**config.mk**
```make
export PLATFORM = sky130hd
export DESIGN_NAME = afs_top
export DESIGN_NICKNAME = d
export VERILOG_FILES = /design/src/verilog/afs_pkg.sv /design/src/verilog/afs_top.sv
export VERILOG_INCLUDE_DIRS = /design/src /design/src/verilog
export SDC_FILE = /design/constraint.sdc
export NUM_CORES = 2
export LEC_CHECK = 0
export ABC_AREA = 1
export BUFFER_PORTS_ARGS = -buffer_cell sky130_fd_sc_hd__buf_2
export CORE_MARGIN = 3
export CORE_UTILIZATION = 55
export DETAILED_ROUTE_END_ITERATION = 8
export PLACE_DENSITY_LB_ADDON = 0.15
export SLEW_MARGIN = 20
export SYNTH_ARGS = -nofsm -noshare
export SYNTH_HDL_FRONTEND = slang
export SYNTH_SLANG_ARGS = --single-unit
```
**constraint.sdc**
```tcl
create_clock -name clk_i -period 29.6 [get_ports clk_i]
set_input_delay 1.48 -clock clk_i [delete_from_list [all_inputs] [get_ports clk_i]]
set_output_delay 1.48 -clock clk_i [all_outputs]
set_load 0.01 [all_outputs]
```
**src/verilog/afs_params.svh**
```systemverilog
// constants for the automatic function sequencer
`ifndef AFS_PARAMS_SVH
`define AFS_PARAMS_SVH
// clock and timing
`define AFS_CLK_HZ 250000000
`define AFS_SETTLE_MIN_MS 500
`define AFS_SETTLE_TC_MULT 5
`define AFS_MEAS_WIN_S 2
`define AFS_MEAS_MIN_EDGES 3
// register byte offsets
`define AFS_REG_CMD 8'h00
`define AFS_REG_STATUS 8'h04
`define AFS_REG_INPUT_SENSITIVITY_SETTING 8'h08
`define AFS_REG_OFFSET 8'h0c
`define AFS_REG_TC 8'h10
`define AFS_REG_CFG 8'h14
`define AFS_REG_MCYC 8'h18
`define AFS_REG_MPER 8'h1c
// command word fields
`define AFS_CMD_OP_LSB 0
`define AFS_CMD_QRY_BIT 2
`define AFS_CMD_PAR_BIT 3
`define AFS_CMD_Z_BIT 4
// status bits
`define AFS_ST_CMD_ERR 1
`define AFS_ST_NA_ERR 2
`define AFS_ST_RANGE_ERR 3
// config fields and codes
`define AFS_CFG_MODE_LSB 0
`define AFS_CFG_RANGE_LSB 2
`define AFS_CFG_HARM_LSB 4
`define AFS_MODE_EXT 2'h1
`define AFS_HARM_2F 2'h1
`define AFS_HARM_3F 2'h2
// reset values
`define AFS_INPUT_SENSITIVITY_SETTING_RST 5'h0a
`define AFS_TC_RST 32'h0000_0100
// reference ranges in hertz
`define AFS_RNG0_MIN_HZ 64'h1
`define AFS_RNG0_MAX_HZ 64'h64
`define AFS_RNG1_MIN_HZ 64'h64
`define AFS_RNG1_MAX_HZ 64'h2710
`define AFS_RNG2_MIN_HZ 64'h2710
`define AFS_RNG2_MAX_HZ 64'h186a0
`define AFS_RNG3_MIN_HZ 64'h186a0
`define AFS_RNG3_MAX_HZ 64'h30d40
`endif

```
**src/verilog/afs_pkg.sv**
```systemverilog
// types for the automatic function sequencer
package afs_pkg;
    typedef enum logic [3:0] {
        ST_IDLE, ST_AG_START, ST_AG_STEP, ST_AG_WAIT, ST_AG_SAMPLE,
        ST_AO_RUN, ST_LA_MEAS, ST_LA_CHECK, ST_LA_ARM
    } afs_fsm_t;
    typedef enum logic [1:0] {OP_GAIN, OP_OFFSET, OP_ASSIST, OP_BAD} afs_op_t;
    typedef struct packed {
        logic [1:0] harm;
        logic [1:0] range;
        logic [1:0] mode;
    } afs_cfg_t;
    typedef struct packed {
        logic locked;
        logic range_err;
        logic na_err;
        logic cmd_err;
    } afs_flags_t;
    typedef struct packed {
        afs_fsm_t fsm;
        logic dir_up;
        logic [4:0] input_sensitivity_setting;
        logic [15:0] ofs;
        logic [31:0] tc;
        afs_cfg_t cfg;
        logic [34:0] settle;
        logic [31:0] cnt;
        logic [31:0] edges;
        logic [31:0] t0;
        logic [31:0] t1;
        logic [31:0] mcyc;
        logic [31:0] mper;
        logic [31:0] tper;
        afs_flags_t flg;
        logic qresp;
        logic halt;
        logic pre;
        logic ref_q;
        logic ack;
        logic [31:0] dat;
    } afs_state_t;
endpackage

```
**src/verilog/afs_top.sv**
```systemverilog
// automatic gain, offset and lock-assist sequencer with wishbone registers
// Operation
// no overload at auto-gain start: lower sensitivity one step until overload seen.
// each gain step waits longer of five time constants or 500 ms.
// no overload found: stop at most sensitive setting, 100 nV.
// overload found going down: step back up exactly one setting, finish.
// overload at start: raise sensitivity one step at a time until it clears.
// auto-offset measures output once and writes offset nulling it.
// auto-offset finishes at once, with no settling wait.
// host should start auto-offset only after output has settled.
// lock-assist runs only in external reference mode.
// lock-assist measures frequency over longer of 2 s or two periods.
// check frequency against selected range, scaled by harmonic multiplier.
// valid frequency: halt oscillator and precharge tuning filter.
// arm comparator; release oscillator at next positive zero crossing.
// trailing query bit selects query form of a command.
// braced parameter required for set form, forbidden in query; else rejected.
// bracketed parameter optional in both forms; accepted either way.
// frequency out of range: end without halting or precharging.
`timescale 1ns/100ps
`default_nettype none
`include "afs_params.svh"
module afs_top #(
    parameter int INPUT_SENSITIVITY_SETTING_STEPS = 21,
    parameter int SETTLE_MIN_CYC = `AFS_CLK_HZ / 1000 * `AFS_SETTLE_MIN_MS,
    parameter int MEAS_WIN_CYC = `AFS_CLK_HZ * `AFS_MEAS_WIN_S
) (
    input wire logic clk_i,
    input wire logic rst_i,
    input wire logic wb_cyc_i,
    input wire logic wb_stb_i,
    input wire logic wb_we_i,
    input wire logic [7:0] wb_adr_i,
    input wire logic [3:0] wb_sel_i,
    input wire logic [31:0] wb_dat_i,
    output logic [31:0] wb_dat_o,
    output logic wb_ack_o,
    input wire logic overload_i,
    input wire logic [15:0] out_meas_i,
    input wire logic ref_cmp_i,
    output logic [4:0] sensitivity_o,
    output logic [15:0] offset_o,
    output logic osc_halt_o,
    output logic precharge_o,
    output logic [31:0] tune_cycles_o,
    output logic [31:0] tune_periods_o
);
    // refuse sizes the 5-bit sensitivity index cannot hold
    if (INPUT_SENSITIVITY_SETTING_STEPS < 2 || INPUT_SENSITIVITY_SETTING_STEPS > 32) begin : g_bad_steps
        $error("INPUT_SENSITIVITY_SETTING_STEPS must lie in 2..32");
    end

    localparam logic [4:0] INPUT_SENSITIVITY_SETTING_MAX = 5'(INPUT_SENSITIVITY_SETTING_STEPS - 1);

    afs_pkg::afs_state_t st_reg;
    afs_pkg::afs_state_t st_next;
    logic ref_rise;
    logic req;
    logic [7:0] adr;
    logic [31:0] wmask;
    logic [34:0] tc_mult;
    logic [34:0] settle_cyc;
    logic [2:0] harm_k;
    logic [63:0] osc_hz_x_cyc;
    logic [63:0] fmin;
    logic [63:0] fmax;
    logic in_range;
    logic busy;
    afs_pkg::afs_op_t op;
    logic is_qry;
    logic has_par;
    logic par_z;
    logic braced;
    logic form_bad;

    // outputs straight from the state register
    assign wb_dat_o = st_reg.dat;
    assign wb_ack_o = st_reg.ack;
    assign sensitivity_o = st_reg.input_sensitivity_setting;
    assign offset_o = st_reg.ofs;
    assign osc_halt_o = st_reg.halt;
    assign precharge_o = st_reg.pre;
    assign tune_cycles_o = st_reg.mcyc;
    assign tune_periods_o = st_reg.tper;

    // settling time: the longer of five time constants or the fixed minimum
    assign tc_mult = {3'h0, st_reg.tc} * 35'(`AFS_SETTLE_TC_MULT);
    assign settle_cyc = (tc_mult > 35'(SETTLE_MIN_CYC)) ? tc_mult : 35'(SETTLE_MIN_CYC);

    // harmonic operation makes the oscillator run at 2f or 3f
    assign harm_k = (st_reg.cfg.harm == `AFS_HARM_2F) ? 3'h2 :
                    (st_reg.cfg.harm == `AFS_HARM_3F) ? 3'h3 : 3'h1;
    // compare f = periods*harm*clk/cycles against limits without a divider
    assign osc_hz_x_cyc = 64'(st_reg.mper) * 64'(harm_k) * 64'(`AFS_CLK_HZ);
    always_comb begin
        unique case (st_reg.cfg.range)
            2'h0: begin
                fmin = `AFS_RNG0_MIN_HZ;
                fmax = `AFS_RNG0_MAX_HZ;
            end
            2'h1: begin
                fmin = `AFS_RNG1_MIN_HZ;
                fmax = `AFS_RNG1_MAX_HZ;
            end
            2'h2: begin
                fmin = `AFS_RNG2_MIN_HZ;
                fmax = `AFS_RNG2_MAX_HZ;
            end
            2'h3: begin
                fmin = `AFS_RNG3_MIN_HZ;
                fmax = `AFS_RNG3_MAX_HZ;
            end
        endcase
    end
    assign in_range = (osc_hz_x_cyc >= fmin * 64'(st_reg.mcyc)) &&
                      (osc_hz_x_cyc <= fmax * 64'(st_reg.mcyc));

    // bus request and command decode
    assign req = wb_cyc_i & wb_stb_i & ~st_reg.ack;
    assign adr = {wb_adr_i[7:2], 2'h0};
    assign wmask = {{8{wb_sel_i[3]}}, {8{wb_sel_i[2]}}, {8{wb_sel_i[1]}}, {8{wb_sel_i[0]}}};
    assign busy = (st_reg.fsm != afs_pkg::ST_IDLE);
    assign op = afs_pkg::afs_op_t'(wb_dat_i[`AFS_CMD_OP_LSB +: 2]);
    assign is_qry = wb_dat_i[`AFS_CMD_QRY_BIT];
    assign has_par = wb_dat_i[`AFS_CMD_PAR_BIT];
    assign par_z = wb_dat_i[`AFS_CMD_Z_BIT];
    assign braced = (op == afs_pkg::OP_OFFSET) || (op == afs_pkg::OP_ASSIST);
    // braced: parameter present exactly in set form; auto-gain takes either
    assign form_bad = (op == afs_pkg::OP_BAD) || (braced && (has_par == is_qry));
    assign ref_rise = ref_cmp_i & ~st_reg.ref_q;

    // next-state logic: bus first, sequencer after so hardware flag sets win
    always_comb begin
        st_next = st_reg;
        st_next.ack = 1'b0;
        st_next.pre = 1'b0;
        st_next.ref_q = ref_cmp_i;
        if (req) begin
            st_next.ack = 1'b1;
            unique case (adr)
                `AFS_REG_CMD: st_next.dat = {31'h0, st_reg.qresp};
                `AFS_REG_STATUS: st_next.dat = {27'h0, st_reg.flg, busy};
                `AFS_REG_INPUT_SENSITIVITY_SETTING: st_next.dat = {27'h0, st_reg.input_sensitivity_setting};
                `AFS_REG_OFFSET: st_next.dat = {16'h0, st_reg.ofs};
                `AFS_REG_TC: st_next.dat = st_reg.tc;
                `AFS_REG_CFG: st_next.dat = {26'h0, st_reg.cfg};
                `AFS_REG_MCYC: st_next.dat = st_reg.mcyc;
                `AFS_REG_MPER: st_next.dat = st_reg.mper;
                default: st_next.dat = 32'h0;
            endcase
            if (wb_we_i) begin
                unique case (adr)
                    `AFS_REG_CMD: begin
                        if (form_bad) begin
                            st_next.flg.cmd_err = 1'b1;
                        end else if (is_qry) begin
                            // query answers whether that function is running
                            unique case (op)
                                afs_pkg::OP_GAIN: st_next.qresp = (st_reg.fsm inside
                                    {afs_pkg::ST_AG_START, afs_pkg::ST_AG_STEP,
                                     afs_pkg::ST_AG_WAIT, afs_pkg::ST_AG_SAMPLE});
                                afs_pkg::OP_OFFSET: st_next.qresp =
                                    (st_reg.fsm == afs_pkg::ST_AO_RUN);
                                default: st_next.qresp = (st_reg.fsm inside
                                    {afs_pkg::ST_LA_MEAS, afs_pkg::ST_LA_CHECK,
                                     afs_pkg::ST_LA_ARM});
                            endcase
                        end else if (busy) begin
                            st_next.flg.cmd_err = 1'b1; // one function at a time
                        end else if (op == afs_pkg::OP_GAIN) begin
                            st_next.fsm = afs_pkg::ST_AG_START;
                        end else if (op == afs_pkg::OP_OFFSET) begin
                            if (par_z) begin
                                st_next.fsm = afs_pkg::ST_AO_RUN;
                            end
                        end else if (par_z) begin
                            if (st_reg.cfg.mode != `AFS_MODE_EXT) begin
                                st_next.flg.na_err = 1'b1;
                            end else begin
                                st_next.fsm = afs_pkg::ST_LA_MEAS;
                                st_next.cnt = 32'h0;
                                st_next.edges = 32'h0;
                                st_next.flg.locked = 1'b0;
                            end
                        end
                    end
                    `AFS_REG_STATUS: begin
                        // write one to clear the error flags
                        if (wb_sel_i[0]) begin
                            st_next.flg.cmd_err = st_reg.flg.cmd_err & ~wb_dat_i[`AFS_ST_CMD_ERR];
                            st_next.flg.na_err = st_reg.flg.na_err & ~wb_dat_i[`AFS_ST_NA_ERR];
                            st_next.flg.range_err =
                                st_reg.flg.range_err & ~wb_dat_i[`AFS_ST_RANGE_ERR];
                        end
                    end
                    `AFS_REG_INPUT_SENSITIVITY_SETTING: begin
                        // the sequencer owns the setting while busy
                        if (!busy && wb_sel_i[0] && wb_dat_i[4:0] <= INPUT_SENSITIVITY_SETTING_MAX) begin
                            st_next.input_sensitivity_setting = wb_dat_i[4:0];
                        end
                    end
                    `AFS_REG_OFFSET: begin
                        if (!busy) begin
                            st_next.ofs = (st_reg.ofs & ~wmask[15:0]) | (wb_dat_i[15:0] & wmask[15:0]);
                        end
                    end
                    `AFS_REG_TC: st_next.tc = (st_reg.tc & ~wmask) | (wb_dat_i & wmask);
                    `AFS_REG_CFG: begin
                        if (!busy && wb_sel_i[0]) begin
                            st_next.cfg = wb_dat_i[5:0];
                        end
                    end
                    default: ;
                endcase
            end
        end
        unique case (st_reg.fsm)
            afs_pkg::ST_IDLE: ;
            afs_pkg::ST_AG_START: begin
                st_next.dir_up = overload_i;
                if (overload_i ? (st_reg.input_sensitivity_setting == INPUT_SENSITIVITY_SETTING_MAX) : (st_reg.input_sensitivity_setting == 5'h0)) begin
                    st_next.fsm = afs_pkg::ST_IDLE;
                end else begin
                    st_next.fsm = afs_pkg::ST_AG_STEP;
                end
            end
            afs_pkg::ST_AG_STEP: begin
                if (st_reg.dir_up) begin
                    st_next.input_sensitivity_setting = st_reg.input_sensitivity_setting + 5'h1;
                end else begin
                    st_next.input_sensitivity_setting = st_reg.input_sensitivity_setting - 5'h1;
                end
                st_next.settle = settle_cyc;
                st_next.fsm = afs_pkg::ST_AG_WAIT;
            end
            afs_pkg::ST_AG_WAIT: begin
                if (st_reg.settle <= 35'h1) begin
                    st_next.fsm = afs_pkg::ST_AG_SAMPLE;
                end else begin
                    st_next.settle = st_reg.settle - 35'h1;
                end
            end
            afs_pkg::ST_AG_SAMPLE: begin
                if (!st_reg.dir_up && overload_i) begin
                    st_next.input_sensitivity_setting = st_reg.input_sensitivity_setting + 5'h1;
                    st_next.fsm = afs_pkg::ST_IDLE;
                end else if (st_reg.dir_up && !overload_i) begin
                    st_next.fsm = afs_pkg::ST_IDLE;
                end else if (st_reg.dir_up ? (st_reg.input_sensitivity_setting == INPUT_SENSITIVITY_SETTING_MAX) : (st_reg.input_sensitivity_setting == 5'h0)) begin
                    st_next.fsm = afs_pkg::ST_IDLE;
                end else begin
                    st_next.fsm = afs_pkg::ST_AG_STEP;
                end
            end
            afs_pkg::ST_AO_RUN: begin
                // measured after the output filter, so no settling wait
                st_next.ofs = 16'h0 - out_meas_i;
                st_next.fsm = afs_pkg::ST_IDLE;
            end
            afs_pkg::ST_LA_MEAS: begin
                st_next.cnt = st_reg.cnt + 32'h1;
                if (ref_rise) begin
                    st_next.edges = st_reg.edges + 32'h1;
                    st_next.t1 = st_reg.cnt;
                    if (st_reg.edges == 32'h0) begin
                        st_next.t0 = st_reg.cnt;
                    end
                end
                // window: at least the fixed time and two whole input periods
                if (st_reg.cnt >= 32'(MEAS_WIN_CYC) &&
                    st_reg.edges >= 32'(`AFS_MEAS_MIN_EDGES)) begin
                    st_next.mcyc = st_reg.t1 - st_reg.t0;
                    st_next.mper = st_reg.edges - 32'h1;
                    // scaled once here so the tuning output stays a plain flop
                    st_next.tper = 32'(64'(st_reg.edges - 32'h1) * 64'(harm_k));
                    st_next.fsm = afs_pkg::ST_LA_CHECK;
                end else if (st_reg.cnt == 32'hffff_ffff) begin
                    // no usable reference: give up rather than hang
                    st_next.flg.range_err = 1'b1;
                    st_next.fsm = afs_pkg::ST_IDLE;
                end
            end
            afs_pkg::ST_LA_CHECK: begin
                if (in_range) begin
                    st_next.halt = 1'b1;
                    st_next.pre = 1'b1;
                    st_next.fsm = afs_pkg::ST_LA_ARM;
                end else begin
                    st_next.flg.range_err = 1'b1;
                    st_next.fsm = afs_pkg::ST_IDLE;
                end
            end
            afs_pkg::ST_LA_ARM: begin
                if (ref_rise) begin
                    st_next.halt = 1'b0;
                    st_next.flg.locked = 1'b1;
                    st_next.fsm = afs_pkg::ST_IDLE;
                end
            end
            default: st_next.fsm = afs_pkg::ST_IDLE; // unused enum codes
        endcase
    end

    // single state register
    always_ff @(posedge clk_i) begin
        if (rst_i) begin
            st_reg <= '0;
            st_reg.fsm <= afs_pkg::ST_IDLE;
            st_reg.input_sensitivity_setting <= `AFS_INPUT_SENSITIVITY_SETTING_RST;
            st_reg.tc <= `AFS_TC_RST;
        end else begin
            st_reg <= st_next;
        end
    end
endmodule
`default_nettype wire

```
==> run metrics <==
status=finished clean; synth warn=0; clk slew on worst S/H paths=0.07 ns; Final period util=40.9%; max reg flops=212; GR met1 Demand/Resource=47.1%; fin cells=11194; Post-synth EDFFs=0; IO Count=187; GRT met3 Usage=5.88%; # rows=133; Vias per Instance=5.49; Seq cells post-synth=364; initial antenna violation count=1; WP data required=30.10 ns; Max Slew Vio Count=0; cell area after layout=76400 um^2; RD Place Congestion=1.00; Core Util, Final=58.0%; ys async rst share=0%; Hold Buf Count CTS=0; R2R Path Start=st_reg[305]; Commonest cells post-synth=2226 x inv_1, 1336 x nand2_1, 1232 x ha_1; flop2flop setup slack=17.50 ns; synthesized instance count=9437; # port buffers=184; Slew @ Worst Pin=1.11 ns; P&R area growth vs syn=4.38%; core area=132000 um^2; CTS Buf Count=39; placed cell count=11122; synth top area cells=fa_1 26%, ha_1 21%, inv_1 11%; largest net degree at the start of global routing=127; Post-route DRC=0; die area=138000 um^2; residual overflow from global routing=0; H-tree depth=2; Root Buffer=clkbuf_16; vias in the first global route=62179; clock skew=0.0242 ns; Synth cell types=73; placed cell areas=75200 um^2; Syn Nets=11678; Max FO, Critical Path=33; P_leak=44.1 nW; P per Cell Area=16.5 nW/um^2; most frequent cell after synthesis=inv_1; synthesized area per cell=7.76 um^2; Tot GR Track Use=35.2%; CP bufs+invs=6; CP peak stage delay=0.84 ns; Hold WS=0.463 ns; global-route wire length before repair=369000 um; Crit Path Class=reg2reg; Routed Antenna Nets=0; die height=371 um; final WL=240000 um; minimum clock period=12.10 ns; register area share after synthesis=9.95%; detailed placer's ending HPWL=208000 um; layout cell share with drive strength beyond 1=4.85%; vias post-DR=61438; Final Hold Vio Count=0; # setup viols final=0; most utilized layer in the global route result=met2; Nets=11649; post-synth top area share=25.8%; CP max-delay cell=ha_2; Sum Neg Setup Slack=0 ns; post-CTS setup buffer count=0; Worst Setup SP=st_reg[305]; Clock Sink Count=364; 1st-iter DRT viols=4453; Die X=371 um; post-CTS sizing=0; Worst path most repeated cell=nand2_1; RSZ-0062 raised after global routing=false; CP Launch Type=register; clock buffer depth=3; Initial Util=55.6%; CP delay by family, top=adder cells; WL per Instance=21.4 um; Critical Path AT=12.60 ns; crit path capture type=register; worst IR drop on VDD=0.0697 mV; met2 Use GR=56.8%; drt first pass iters=6; Clock Latency Late Sink=0.58 ns; post-synthesis cell area=73200 um^2; cell taking the most area after synthesis=fa_1; CTS tree=yes; total of max-cap violations=0; Fmax achieved=82.7 MHz; Worst Hold Class=reg2reg; hold path start=wb_dat_o[17]; Slew HR=25.8%; prevailing post-synth register cell=dfxtp_1
logic make-up after synthesis:
family	count (synthesis)	synth area share, %
AO/OA/AOI/OAI	1434	11.0
XOR/XNOR	299	3.61
adder cells (fa/ha/maj)	2174	46.8
buffers and inverters	2562	13.8
flip-flops	364	9.95
AND/OR/NAND/NOR	2604	14.8
metal layers:
layer / vias up / wire (um)
met4: 0 / 11500
met5: - / 0
met2: 2061 / 108000
met3: 411 / 17500
li1: 29405 / -
met1: 29561 / 103000
worst paths after layout:
kind	to	cells after the start
worst min register to register	wb_dat_o[17]	2
worst max register to register	st_reg[39]	49
worst min-delay path	wb_dat_o[17]	2
worst max-delay path	st_reg[39]	49
final cells by class:
cell class | instances | area (um^2)
repair buffers | 247 | 1410
diodes | 1 | 2.50
multi-input cells | 6511 | 55900
clock buffers | 46 | 1050
clock inverters | 25 | 161
well taps | 1755 | 2200
fillers | 12494 | 55400
flip-flops and latches | 364 | 7290
inverters | 2245 | 8440
cells in the final DEF, fill, tap and decap left out, drive strengths merged, types with 23 or more instances in the layout:
cell type	count
a211oi	52
a21oi	667
a221oi	23
a31oi	72
buf	247
clkbuf	46
dfxtp	364
fa	942
ha	1232
inv	2249
nand2	1350
nand3	198
nand4	66
nor2	843
nor3	84
nor4	25
o211ai	25
o21a	28
o21ai	420
xnor2	135
xor2	164
report_power, final:
group | total, mW | internal (mW) | switching (mW)
registers | 0.539 | 0.511 | 0.0281
logic | 0.238 | 0.0795 | 0.159
clock network | 0.487 | 0.258 | 0.229
worst min-delay path: stages, from the launching register on:
cell and delay (ns):
dfxtp_1 0.31, nand2_1 0.06, a21oi_1 0.05
metrics by stage:
step           setup slack [ns]  power, mW
6_report                  17.50       1.26
5_1_grt                   16.77       1.32
4_1_cts                   17.58       1.27
3_5_place_dp              17.64      0.784
3_3_place_gp              17.71      0.779
2_1_floorplan             19.97      0.731
Note: power is estimated with default switching activity, not from simulation.
